$ cat config.mk
export PLATFORM = sky130hd
export DESIGN_NAME = cisd_top
export DESIGN_NICKNAME = d
export VERILOG_FILES = /design/src/core/cisd_pkg.sv /design/src/core/cisd_top.sv
export VERILOG_INCLUDE_DIRS = /design/src /design/src/core
export SDC_FILE = /design/constraint.sdc
export NUM_CORES = 1
export LEC_CHECK = 0
export ABC_AREA = 1
export BUFFER_PORTS_ARGS = -buffer_cell sky130_fd_sc_hd__buf_2
export CORE_UTILIZATION = 62
export DETAILED_ROUTE_END_ITERATION = 8
export GPL_TIMING_DRIVEN = 0
export PLACE_DENSITY = 0.81
export SLEW_MARGIN = 10
export SYNTH_ARGS = -nofsm -noshare
export SYNTH_HDL_FRONTEND = slang
export SYNTH_SLANG_ARGS = --single-unit
$ cat constraint.sdc
create_clock -name clock -period 20.7 [get_ports clock]
set_clock_uncertainty 0.05 [all_clocks]
set_input_delay 3.105 -clock clock [delete_from_list [all_inputs] [get_ports clock]]
set_output_delay 3.105 -clock clock [all_outputs]
set_load 0.05 [all_outputs]
$ cat src/core/cisd_cfg.svh
`ifndef CISD_CFG_SVH
`define CISD_CFG_SVH

// Reset values of the parameter and fixed record bytes.
`define CISD_FN_RST 8'h30
`define CISD_MODINFO_RST 8'h15
`define CISD_CHANNEL_KIND_RST 8'h71
`define CISD_DIAG_BITS_PER_CHANNEL_RST 8'h08
`define CISD_CHANNEL_COUNT_RST 8'h02

// Record set selectors and the length of each view in bytes.
`define CISD_SET_SHORT 8'h00
`define CISD_SET_FULL 8'h01
`define CISD_LEN_SHORT 5'd4
`define CISD_LEN_FULL 5'd20

// Byte offsets inside the diagnostic record.
`define CISD_OFS_MODFLAGS 5'd0
`define CISD_OFS_MODINFO 5'd1
`define CISD_OFS_RSVD_C 5'd2
`define CISD_OFS_INTFLAGS 5'd3
`define CISD_OFS_CHKIND 5'd4
`define CISD_OFS_DIAG_BITS_PER_CHANNEL 5'd5
`define CISD_OFS_CHANNEL_COUNT 5'd6
`define CISD_OFS_GRPERR 5'd7
`define CISD_OFS_CHAN0_ERROR_FLAGS 5'd8
`define CISD_OFS_US 5'd16

// Bit positions in the module and internal flag bytes.
`define CISD_BIT_MODFAIL 0
`define CISD_BIT_INTERR 1
`define CISD_BIT_EXTERR 2
`define CISD_BIT_CHANNEL_GROUP_ERRORS 3
`define CISD_BIT_AUX 4
`define CISD_BIT_PARAM 7
`define CISD_BIT_BUFOVF 3
`define CISD_BIT_COMM 4

// Scaled limits of both formats.
`define CISD_OVER_A 32511
`define CISD_UNDER_A -4864
`define CISD_OVER_B 20480
`define CISD_UNDER_B -3277

// Converter counts: 160 per mA, so 4 mA is 640 and 20 mA is 3200.
`define CISD_RAW_4MA 13'sd640
`define CISD_K_A20 (27648 * 65536 / 3200)
`define CISD_K_A16 (27648 * 65536 / 2560)
`define CISD_K_B20 (16384 * 65536 / 3200)
`define CISD_K_B16 (16384 * 65536 / 2560)
`define CISD_ROUND 40'sd32768

// Microsecond ticker timing at a 20 ns clock.
`define CISD_US_NS 1000
`define CISD_CLK_NS 20
`define CISD_US_CYC (`CISD_US_NS / `CISD_CLK_NS)

`endif

$ cat src/core/cisd_pkg.sv
`default_nettype none
package cisd_pkg;

    // Channel function codes; any other byte is a parameter error.
    typedef enum logic [7:0] {
        CISD_FN_A4 = 8'h30,
        CISD_FN_A0 = 8'h31,
        CISD_FN_B4 = 8'h40,
        CISD_FN_B0 = 8'h41,
        CISD_FN_OFF = 8'hff
    } cisd_fn_e;

    // One channel-specific error byte, most significant bit first.
    typedef struct packed {
        logic ovf;
        logic unf;
        logic [4:0] rsvd;
        logic cfg;
    } cisd_chan_err_s;

    // A read request for one byte of the diagnostic record.
    typedef struct packed {
        logic [7:0] set;
        logic [4:0] idx;
    } cisd_rec_req_s;

    typedef logic [1:0][15:0] cisd_values_t;

endpackage
`default_nettype wire

$ cat src/core/cisd_top.sv
// Function
// - Code FFh switches the channel off: no measurement, no scaling.
// - Code 31h: 0 mA gives 0, 20 mA 27648; limits 32511 and -4864.
// - Code 41h: 0 mA gives 0, 20 mA 16384; limits 20480 and -3277.
// - Code 30h: 4 mA gives 0, 20 mA 27648; limits 32511 and -4864.
// - Code 40h: 4 mA gives 0, 20 mA 16384; limits 20480 and -3277.
// - Errors light the channel indicator and enter the record; no interrupt.
// - Set 01h reads the whole record, set 00h its first four bytes.
// - Byte 0: failure, internal, external, channel, supply, parameter bits.
// - Module information byte reads 15h: analog class, channel info present.
// - Fourth byte flags diagnostic buffer overflow and communication error.
// - Channel kind byte reads 71h, analog input.
// - Record holds 08h bits, 02h channels, error bytes, reserved, ticker.
// - Microsecond ticker starts at zero, wraps, snapshot taken on events.
// - Group error byte: bit 0 for channel 0, bit 1 for channel 1.
// - Channel error byte: bit 0 parameter, bit 6 underflow, bit 7 overflow.
// - Each function code is one byte with reset value 30h.
`include "cisd_cfg.svh"
`default_nettype none
module cisd_top (
    input wire logic clock,
    input wire logic srst,
    input wire logic ce,
    input wire logic fn_we,
    input wire logic fn_idx,
    input wire logic [7:0] fn_data,
    input wire logic adc_valid,
    input wire logic adc_chan,
    input wire logic [11:0] adc_code,
    input wire logic module_fail,
    input wire logic internal_err,
    input wire logic aux_supply_missing,
    input wire logic diag_buf_ovf,
    input wire logic comm_err,
    input wire logic rd_req,
    input wire cisd_pkg::cisd_rec_req_s rd_sel,
    output logic rd_valid,
    output logic rd_err,
    output logic [7:0] rd_data,
    output cisd_pkg::cisd_values_t chan_value,
    output logic [1:0] chan_led,
    output logic module_led
);

    // True for the four measuring codes and the off code.
    function automatic logic fn_known(input logic [7:0] fn);
        fn_known = (fn == cisd_pkg::CISD_FN_A4) || (fn == cisd_pkg::CISD_FN_A0)
            || (fn == cisd_pkg::CISD_FN_B4) || (fn == cisd_pkg::CISD_FN_B0)
            || (fn == cisd_pkg::CISD_FN_OFF);
    endfunction

    logic [1:0][7:0] fn_q;
    logic [1:0][7:0] fn_d;
    cisd_pkg::cisd_chan_err_s [1:0] err_q;
    cisd_pkg::cisd_chan_err_s [1:0] err_d;
    logic [1:0][15:0] val_q;
    logic [1:0][15:0] val_d;
    logic [1:0] led_q;
    logic [1:0] led_d;
    logic [7:0] modflags_q;
    logic [7:0] modflags_d;
    logic [7:0] intflags_q;
    logic [7:0] intflags_d;
    logic modled_q;
    logic modled_d;
    logic [5:0] pre_q;
    logic [5:0] pre_d;
    logic [31:0] us_q;
    logic [31:0] us_d;
    logic [31:0] snap_q;
    logic [31:0] snap_d;
    logic rdv_q;
    logic rdv_d;
    logic rde_q;
    logic rde_d;
    logic [7:0] rdd_q;
    logic [7:0] rdd_d;
    logic [19:0][7:0] rec;
    logic new_event;

    // Function code bytes, written by the controller one at a time.
    always_comb
    begin
        fn_d = fn_q;
        if (fn_we)
        begin
            fn_d[fn_idx] = fn_data;
        end
    end

    always_ff @(posedge clock)
    begin
        if (srst)
        begin
            fn_q <= {2{`CISD_FN_RST}};
        end
        else if (ce)
        begin
            fn_q <= fn_d;
        end
    end

    // Per-channel scaling. Scale factors are Q16 so a single multiply
    // replaces a divider; rounding keeps the nominal end points exact.
    genvar gi;
    generate
        for (gi = 0; gi < 2; gi++)
        begin : g_chan
            logic signed [12:0] diff;
            logic signed [39:0] prod;
            logic signed [39:0] scaled;
            logic signed [39:0] k;
            logic signed [39:0] over;
            logic signed [39:0] under;

            always_comb
            begin
                diff = $signed({1'b0, adc_code});
                k = 40'sd0;
                over = 40'sd0;
                under = 40'sd0;
                unique case (fn_q[gi])
                    cisd_pkg::CISD_FN_A0:
                    begin
                        k = 40'(`CISD_K_A20);
                        over = 40'(`CISD_OVER_A);
                        under = 40'(`CISD_UNDER_A);
                    end
                    cisd_pkg::CISD_FN_B0:
                    begin
                        k = 40'(`CISD_K_B20);
                        over = 40'(`CISD_OVER_B);
                        under = 40'(`CISD_UNDER_B);
                    end
                    cisd_pkg::CISD_FN_A4:
                    begin
                        diff = diff - `CISD_RAW_4MA;
                        k = 40'(`CISD_K_A16);
                        over = 40'(`CISD_OVER_A);
                        under = 40'(`CISD_UNDER_A);
                    end
                    cisd_pkg::CISD_FN_B4:
                    begin
                        diff = diff - `CISD_RAW_4MA;
                        k = 40'(`CISD_K_B16);
                        over = 40'(`CISD_OVER_B);
                        under = 40'(`CISD_UNDER_B);
                    end
                    default:
                    begin
                        k = 40'sd0;
                    end
                endcase
                prod = 40'(diff) * k;
                scaled = (prod + `CISD_ROUND) >>> 16;
                val_d[gi] = val_q[gi];
                err_d[gi] = err_q[gi];
                err_d[gi].rsvd = 5'h00;
                err_d[gi].cfg = !fn_known(fn_q[gi]);
                if (fn_q[gi] == cisd_pkg::CISD_FN_OFF || !fn_known(fn_q[gi]))
                begin
                    val_d[gi] = 16'h0000;
                    err_d[gi].ovf = 1'b0;
                    err_d[gi].unf = 1'b0;
                end
                else if (adc_valid && adc_chan == 1'(gi))
                begin
                    err_d[gi].ovf = scaled > over;
                    err_d[gi].unf = scaled < under;
                    if (scaled > over)
                    begin
                        val_d[gi] = over[15:0];
                    end
                    else if (scaled < under)
                    begin
                        val_d[gi] = under[15:0];
                    end
                    else
                    begin
                        val_d[gi] = scaled[15:0];
                    end
                end
                led_d[gi] = |err_d[gi];
            end
        end
    endgenerate

    always_ff @(posedge clock)
    begin
        if (srst)
        begin
            val_q <= '0;
            err_q <= '0;
            led_q <= 2'h0;
        end
        else if (ce)
        begin
            val_q <= val_d;
            err_q <= err_d;
            led_q <= led_d;
        end
    end

    // Module-level flags follow their causes; there is no interrupt path.
    always_comb
    begin
        modflags_d = 8'h00;
        modflags_d[`CISD_BIT_MODFAIL] = module_fail;
        modflags_d[`CISD_BIT_INTERR] = internal_err | diag_buf_ovf | comm_err;
        modflags_d[`CISD_BIT_EXTERR] = err_d[0].ovf | err_d[0].unf
            | err_d[1].ovf | err_d[1].unf;
        modflags_d[`CISD_BIT_CHANNEL_GROUP_ERRORS] = led_d[0] | led_d[1];
        modflags_d[`CISD_BIT_AUX] = aux_supply_missing;
        modflags_d[`CISD_BIT_PARAM] = err_d[0].cfg | err_d[1].cfg;
        intflags_d = 8'h00;
        intflags_d[`CISD_BIT_BUFOVF] = diag_buf_ovf;
        intflags_d[`CISD_BIT_COMM] = comm_err;
        modled_d = |modflags_d;
        new_event = |((modflags_d & ~modflags_q)
            | (intflags_d & ~intflags_q));
    end

    always_ff @(posedge clock)
    begin
        if (srst)
        begin
            modflags_q <= 8'h00;
            intflags_q <= 8'h00;
            modled_q <= 1'b0;
        end
        else if (ce)
        begin
            modflags_q <= modflags_d;
            intflags_q <= intflags_d;
            modled_q <= modled_d;
        end
    end

    // Microsecond ticker; the 32-bit count wraps to zero by itself.
    always_comb
    begin
        pre_d = pre_q + 6'd1;
        us_d = us_q;
        if (pre_q == 6'(`CISD_US_CYC - 1))
        begin
            pre_d = 6'd0;
            us_d = us_q + 32'd1;
        end
        snap_d = new_event ? us_q : snap_q;
    end

    always_ff @(posedge clock)
    begin
        if (srst)
        begin
            pre_q <= 6'd0;
            us_q <= 32'h0000_0000;
            snap_q <= 32'h0000_0000;
        end
        else if (ce)
        begin
            pre_q <= pre_d;
            us_q <= us_d;
            snap_q <= snap_d;
        end
    end

    // The record is one byte image; both views index the same bytes,
    // so the short view can never disagree with the full one.
    always_comb
    begin
        rec = '0;
        rec[`CISD_OFS_MODFLAGS] = modflags_q;
        rec[`CISD_OFS_MODINFO] = `CISD_MODINFO_RST;
        rec[`CISD_OFS_INTFLAGS] = intflags_q;
        rec[`CISD_OFS_CHKIND] = `CISD_CHANNEL_KIND_RST;
        rec[`CISD_OFS_DIAG_BITS_PER_CHANNEL] = `CISD_DIAG_BITS_PER_CHANNEL_RST;
        rec[`CISD_OFS_CHANNEL_COUNT] = `CISD_CHANNEL_COUNT_RST;
        rec[`CISD_OFS_GRPERR] = {6'h00, led_q};
        rec[`CISD_OFS_CHAN0_ERROR_FLAGS] = err_q[0];
        rec[`CISD_OFS_CHAN0_ERROR_FLAGS + 5'd1] = err_q[1];
        rec[`CISD_OFS_US] = snap_q[7:0];
        rec[`CISD_OFS_US + 5'd1] = snap_q[15:8];
        rec[`CISD_OFS_US + 5'd2] = snap_q[23:16];
        rec[`CISD_OFS_US + 5'd3] = snap_q[31:24];
        rdv_d = rd_req;
        rde_d = 1'b0;
        rdd_d = 8'h00;
        if (rd_req)
        begin
            if ((rd_sel.set == `CISD_SET_SHORT
                    && rd_sel.idx < `CISD_LEN_SHORT)
                || (rd_sel.set == `CISD_SET_FULL
                    && rd_sel.idx < `CISD_LEN_FULL))
            begin
                rdd_d = rec[rd_sel.idx];
            end
            else
            begin
                rde_d = 1'b1;
            end
        end
    end

    always_ff @(posedge clock)
    begin
        if (srst)
        begin
            rdv_q <= 1'b0;
            rde_q <= 1'b0;
            rdd_q <= 8'h00;
        end
        else if (ce)
        begin
            rdv_q <= rdv_d;
            rde_q <= rde_d;
            rdd_q <= rdd_d;
        end
    end

    assign rd_valid = rdv_q;
    assign rd_err = rde_q;
    assign rd_data = rdd_q;
    assign chan_value = val_q;
    assign chan_led = led_q;
    assign module_led = modled_q;

    off_quiet_a: assert property (@(posedge clock) disable iff (srst)
        ce && fn_q[0] == cisd_pkg::CISD_FN_OFF && adc_valid && !adc_chan
        |=> chan_value[0] == 16'h0000 && !chan_led[0])
        else $error("switched-off channel produced a value or error");

    scale_a20_a: assert property (@(posedge clock) disable iff (srst)
        ce && fn_q[0] == cisd_pkg::CISD_FN_A0 && adc_valid && !adc_chan
        && adc_code == 12'hc80 |=> chan_value[0] == 16'h6c00)
        else $error("20 mA in format A did not give 27648");

    scale_b20_a: assert property (@(posedge clock) disable iff (srst)
        ce && fn_q[1] == cisd_pkg::CISD_FN_B0 && adc_valid && adc_chan
        && adc_code == 12'hc80 |=> chan_value[1] == 16'h4000)
        else $error("20 mA in format B did not give 16384");

    scale_a4_a: assert property (@(posedge clock) disable iff (srst)
        ce && fn_q[0] == cisd_pkg::CISD_FN_A4 && adc_valid && !adc_chan
        && adc_code == 12'h280 |=> chan_value[0] == 16'h0000 && !chan_led[0])
        else $error("4 mA in live-zero format A did not give zero");

    over_clip_a: assert property (@(posedge clock) disable iff (srst)
        ce && fn_q[0] == cisd_pkg::CISD_FN_B4 && adc_valid && !adc_chan
        && adc_code == 12'hfff
        |=> chan_value[0] == 16'h5000 && chan_led[0] && module_led)
        else $error("overflow not clipped, flagged and shown");

    short_view_a: assert property (@(posedge clock) disable iff (srst)
        ce && rd_req && rd_sel.set == 8'h00 && rd_sel.idx == 5'd4
        |=> rd_valid && rd_err)
        else $error("short view answered beyond its fourth byte");

    mod_info_a: assert property (@(posedge clock) disable iff (srst)
        ce && rd_req && rd_sel.set == 8'h01 && rd_sel.idx == 5'd1
        |=> rd_valid && !rd_err && rd_data == 8'h15)
        else $error("module information byte is not 15h");

    ticker_step_a: assert property (@(posedge clock) disable iff (srst)
        ce && pre_q == 6'd49 |=> us_q == $past(us_q) + 32'd1)
        else $error("ticker did not advance after 50 cycles");

    param_err_a: assert property (@(posedge clock) disable iff (srst)
        ce && !fn_known(fn_q[1]) |=> err_q[1].cfg && rec[0][7])
        else $error("unknown function code not reported");

endmodule
`default_nettype wire

==> metrics, run 1 <==
f_max=roughly 0.075 GHz; CTS tree=done; Post-synth ARST share=0%; total wire length=76.2 mm; initial antenna violation count=8; Crit Path Max Fanout=10; Slew @ Worst Pin=around 1.3 ns; Synth Area in Compound Gates=10.1%; most frequent cells in the layout=inv_1, nand2_1, fa_1; register area share after synthesis=11.7%; Final nets=4087; via count of the routed design=22.3k; setup TNS=0 ns; Non-Filler Instances=just under 4k; unrepaired setup endpoints after global routing=no; postcts setup bufs=0; EDFF count, synth=0; H-tree Lvls=4; Final HPWL DP=65.5 mm; post-CTS sizing=0; Slew headroom=14.4%; placed insts=3877; Clk Tree Root Cell=clkbuf_16; Routed wire per std cell=slightly below 20 µm; period utilization=64.7%; Yosys top cell by area=fa_1; hold crit path type=reg -> reg; # IOs=91; Site Rows=73; #FFs+latches synth=145; Slowest-stage cell, CP=nor4_1; DR pass1 iterations=6; Hold Buf Count CTS=0; die width=202 µm; vias in the first global route=22.4k; CP Launch Type=input pin; vias per cell=5.71; Synthesis Warnings=0; Congestion Overflow GR=0; gpl congestion=1.02; max incr delay on CP=0.64 ns; residual DRC count=0; worst path arrival time=13.66 ns; clk_lat worst skew=0.44 ns; clock sink count=145; clk buf depth=2; Core Box Area=39600 µm²; number of buffers created by CTS=17; Syn Area/Cell=approximately 7.6 µm²; xor-xnor portion of the synthesized cell area=1.30%; predominant post-synthesis flop cell=dfxtp_1; post-synth top area share=just over 30%; Worst path most repeated cell=nand2_1; DRT iter0 DRCs=2099; area delta synth->final=6.97%; Die Y=202 µm; Simple-Gate Fraction of Synth Area=19.0%; Netlist cell types=56; kind of critical path=in -> reg; Slew Limit Fails=0; Post-Syn Instances=3259; Synth Cell Area=24900 µm²; first-pass GRT wire length=120 mm; Final Hold Vio Count=0; final setup fails=0; Worst Path Required=20.97 ns; multiplexer area fraction after synthesis=0%; initial core utilization=between 60% and 70%; clock-pin slew on the worst setup and hold paths=0.06 ns; Setup crit end kind=flop; area share of fa/ha/maj cells after synthesis=45.3%; post-route ant nets=0; GRT Util Overall=between 30% and 40%; main combinational cell family by area after synthesis=adder cells; Synth area leaders=fa_1, ha_1, dfxtp_1, inv_1, nand2_1; layout cells sized above 1=between 5 and 6%; fin crit period=around 13 ns; commonest non-fill, non-tap cell in the layout=inv_1; pin count of the biggest net entering global routing=21; count of buffers from port buffering=85; Max Cap Viol=0; outcome=finished clean; Die ar.=41000 µm²
==> kinds of logic (layout without fill, tap and decap cells) <==
family | after synthesis | after routing
AO/OA/AOI/OAI | 448 | 448
XOR/XNOR | 36 | 36
adder cells (fa/ha/maj) | 670 | 670
buffers and inverters | 829 | 944
flip-flops | 145 | 145
other | 2 | 16
AND/OR/NAND/NOR | 1129 | 1129
==> metrics by stage <==
stage,setup slack [ns],hold slack (ns),util [%],instance area (µm²)
after floorplan,9.43,0.388,-,24900
after global placement,7.50,0.398,65.6,26000
after detailed placement,7.29,0.403,65.6,26000
after CTS,7.65,0.412,67.2,26600
after global routing,6.75,0.435,67.2,26600
final,7.31,0.417,67.2,26600
==> worst max-delay path: cells and delay by family <==
family | cells | cell delay, ns
xor+xnor | 2 | 0.51
compound gates | 8 | 1.59
simple gates | 24 | 3.09
fa+ha+maj | 9 | 3.96
buf+inv | 10 | 1.43
==> cell usage after synthesis (all sizes together), types with 28 or more instances <==
cell type and count:
dfxtp 145, fa 386, nor2 378, o21ai 131
ha 284, clkbuf 59, xor2 28, inv 745
nand2 565, nand3 110, a21oi 217, nor3 32
==> routing by layer <==
| metal | vias up | wire length, µm | global-route usage [%] |
|---|---|---|---|
| met4 | 4 | 3300 | 15.1 |
| met3 | 184 | 6650 | 6.56 |
| met2 | 1055 | 34600 | 60.7 |
| met1 | 10800 | 31600 | 51.2 |
| li1 | 10300 | - | - |
| met5 | - | 19 | 0 |
==> registers in the layout (all words and copies together) (netlist names) <==
register,flops
snap_q,32
modflags_q,6
chan_value,32
pre_q,6
intflags_q,2
fn_q,16
rd_data,8
us_q,32
rd_err,1
chan_led,2
rd_valid,1
err_q,6
module_led,1
==> final cells by class <==
cell class | count | area, µm²
Fill cell | 3434 | 13000
Multi-Input combinational cell | 2293 | 18900
Antenna cell | 6 | 15.0
Inverter | 754 | 2830
Sequential cell | 145 | 2900
Clock buffer | 19 | 453
Clock inverter | 11 | 155
Buffer | 75 | 309
Tap cell | 525 | 657
Timing Repair Buffer | 85 | 425
==> final timing paths <==
path                           endpoint                       start  slack [ns]  cells after the start
max reg2reg     snap_q[11]$_SDFFE_PP0P_       fn_q[13]$_SDFFE_PP1P_        9.21                     48
min reg2reg  chan_value[7]$_SDFFE_PP0P_  chan_value[7]$_SDFFE_PP0P_        0.42                      2
min          chan_value[7]$_SDFFE_PP0P_  chan_value[7]$_SDFFE_PP0P_        0.42                      2
max             snap_q[29]$_SDFFE_PP0P_                 adc_code[7]        7.31                     53
Power of run 1 is not shown: default switching activity piles up to over one toggle a cycle in this logic, so the estimate is an artifact.
==> run 2, diff against run 1 <==
- ABC_AREA: 1 -> 0
- CORE_UTILIZATION: 62 -> 59
- clock period: 20.7 -> 10.9 ns (I/O delays scaled with it)
==> run 2 against run 1 <==
Compared with the run above:
- sequential cell count did not move
- final area rose by 1.3%
- non-clock buffer count rose by 35
- worst hold slack got worse by 0.021 ns
- die area rose by 3.5%
- via count fell by 5.0%
==> metrics, run 2 <==
most frequent cells in the layout=inv_1, fa_1, nand2_1; Yosys top cell by area=fa_1; #FFs+latches synth=145; clk_lat worst skew=0.44 ns; crit path buf inv count=6; vias per cell=6.05; GRT Util Overall=36.2%; residual DRC count=0; Slowest-stage cell, CP=o21ai_0; hold crit path type=reg -> reg; CTS tree=done; kind of critical path=reg -> reg; Worst path most repeated cell=fa_1; period utilization=98.2%; H-tree Lvls=4; initial core utilization=between 50 and 60%; commonest non-fill, non-tap cell in the layout=inv_1; placed insts=3454; cell with the most instances after synthesis=inv_1; layout cells sized above 1=9.92%; total wire length=74.2 mm; Die Y=206 µm; fin crit period=10.70 ns; Clk Tree Root Cell=clkbuf_16; # IOs=91; Final HPWL DP=62.1 mm; post-synth top area share=31.5%; count of buffers from port buffering=81; met1 Resource Use GR=about half; first-pass GRT wire length=116 mm; Slew Limit Fails=0; DRT iter0 DRCs=1899; Post-synth ARST share=0%; Hold Buf Count CTS=0; die width=roughly 200 µm; GRT met3 Usage=8.39%; clock sink count=145; clk buf depth=2; fin area=27000 µm²; Synth area leaders=fa_1, ha_1, dfxtp_1, inv_1, nand2_1; post-route ant nets=0; vias in the first global route=21.6k; GRT busiest layer=met2; Non-Filler Instances=3510; placed instance area=roughly 26000 µm²; Netlist cell types=89; Congestion Overflow GR=0; Top delay family on crit path=adder cells; final setup fails=0; Site Rows=74; CP Launch Type=flop; most instantiated cells after synthesis=inv_1, fa_1, nand2_1, ha_1, nor2_1; number of buffers created by CTS=17; worst path arrival time=10.97 ns; Crit Path Max Fanout=10; EDFF count, synth=0; register area share after synthesis=11.8%; Setup crit end kind=flop; Max Cap Viol=0; Synth Cell Area=24500 µm²; Syn Area/Cell=8.66 µm²; pin count of the biggest net entering global routing=21; gpl congestion=1.05; clock-pin slew on the worst setup and hold paths=roughly 0.070 ns; DR pass1 iterations=7; setup TNS=0 ns; hold slack=0.396 ns; Slew headroom=26.8%; Final nets=3679; GR Layer Usage met2=56.2%; predominant post-synthesis flop cell=dfxtp_1; Die ar.=42400 µm²; area delta synth->final=10.0%; Post-Syn Instances=around 2.8k; Core Box Area=40900 µm²; Synthesis Warnings=0; initial antenna violation count=6; Final Hold Vio Count=0; Routed wire per std cell=21.1 µm; f_max=0.0935 GHz; Slew @ Worst Pin=between 1 and 1.5 ns; outcome=finished clean; via count of the routed design=21.2k; Worst Path Required=11.17 ns; max incr delay on CP=0.72 ns
[run 2: changes by cell type after synthesis, sizes merged, moves of 27 or more]
cell / change
and3: +33
mux2i: +47
inv: -233
and2: +40
xnor2: +28
nand2: -208
nor2: -178
nand3: -69
nand2b: +27
a21oi: -87
[run 2: tightest hold or removal path, delay by kind of cell, from the launching register on]
kind             cells  cell delay (ns)
DFF                  1             0.31
and+or+nand+nor      2             0.10
[run 2: logic make-up (layout without fill, tap and decap cells)]
logic type      after synthesis  count (layout)  share of synthesized area (%)
simple gates                848             848                           16.0
fa+ha+maj                   671             671                           46.0
buf+inv                     605             738                           9.40
compound gates              425             425                           11.1
flops                       145             145                           11.8
xor+xnor                     78              78                           2.81
mux                          59              59                           2.79
other cells                   2              14                         0.0306
[run 2: layout make-up]
class,count,area (µm²)
Timing Repair Buffer,107,626
Antenna cell,4,10.0
Clock inverter,10,101
Tap cell,532,666
Inverter,513,1930
Fill cell,3438,13900
Multi-Input combinational cell,2091,19900
Clock buffer,20,467
Buffer,88,402
Sequential cell,145,2910
[run 2: repair_timing]
action | 4_1_cts | 5_1_grt
endpoints found under the setup margin | 73 | 71
resized for setup | 69 | 75
pin swaps | 10 | 13
cloned | 0 | 0
hold endpoints to repair | 0 | 0
buffers inserted | 13 | 13
[run 2: worst paths after layout]
path                          startpoint                           to  slack (ns)  depth (start not counted)
max                 fn_q[4]$_SDFFE_PP1P_  chan_value[12]$_SDFFE_PP0P_        0.20                         36
min          chan_value[13]$_SDFFE_PP0P_  chan_value[13]$_SDFFE_PP0P_        0.40                          2
max reg2reg         fn_q[4]$_SDFFE_PP1P_  chan_value[12]$_SDFFE_PP0P_        0.20                         36
min reg2reg  chan_value[13]$_SDFFE_PP0P_  chan_value[13]$_SDFFE_PP0P_        0.40                          2
[run 2: per-layer routing]
| layer | share of wire (%) | wire, µm | up-vias |
|---|---|---|---|
| li1 | - | - | 9414 |
| met1 | 40 | 29900 | 10400 |
| met2 | 44 | 32800 | 1191 |
| met3 | 11 | 7830 | 239 |
| met4 | 4.9 | 3630 | 2 |
| met5 | 0.018 | 13 | - |
[run 2: through the flow]
step           util (%)  setup WS [ns]
2_1_floorplan         -          0.558
3_3_place_gp       62.6          -1.86
3_5_place_dp       62.6          -1.99
4_1_cts            65.0         0.0414
5_1_grt            65.9       -0.00904
6_report           66.0          0.201
Power of run 2 is left out for the same reason.
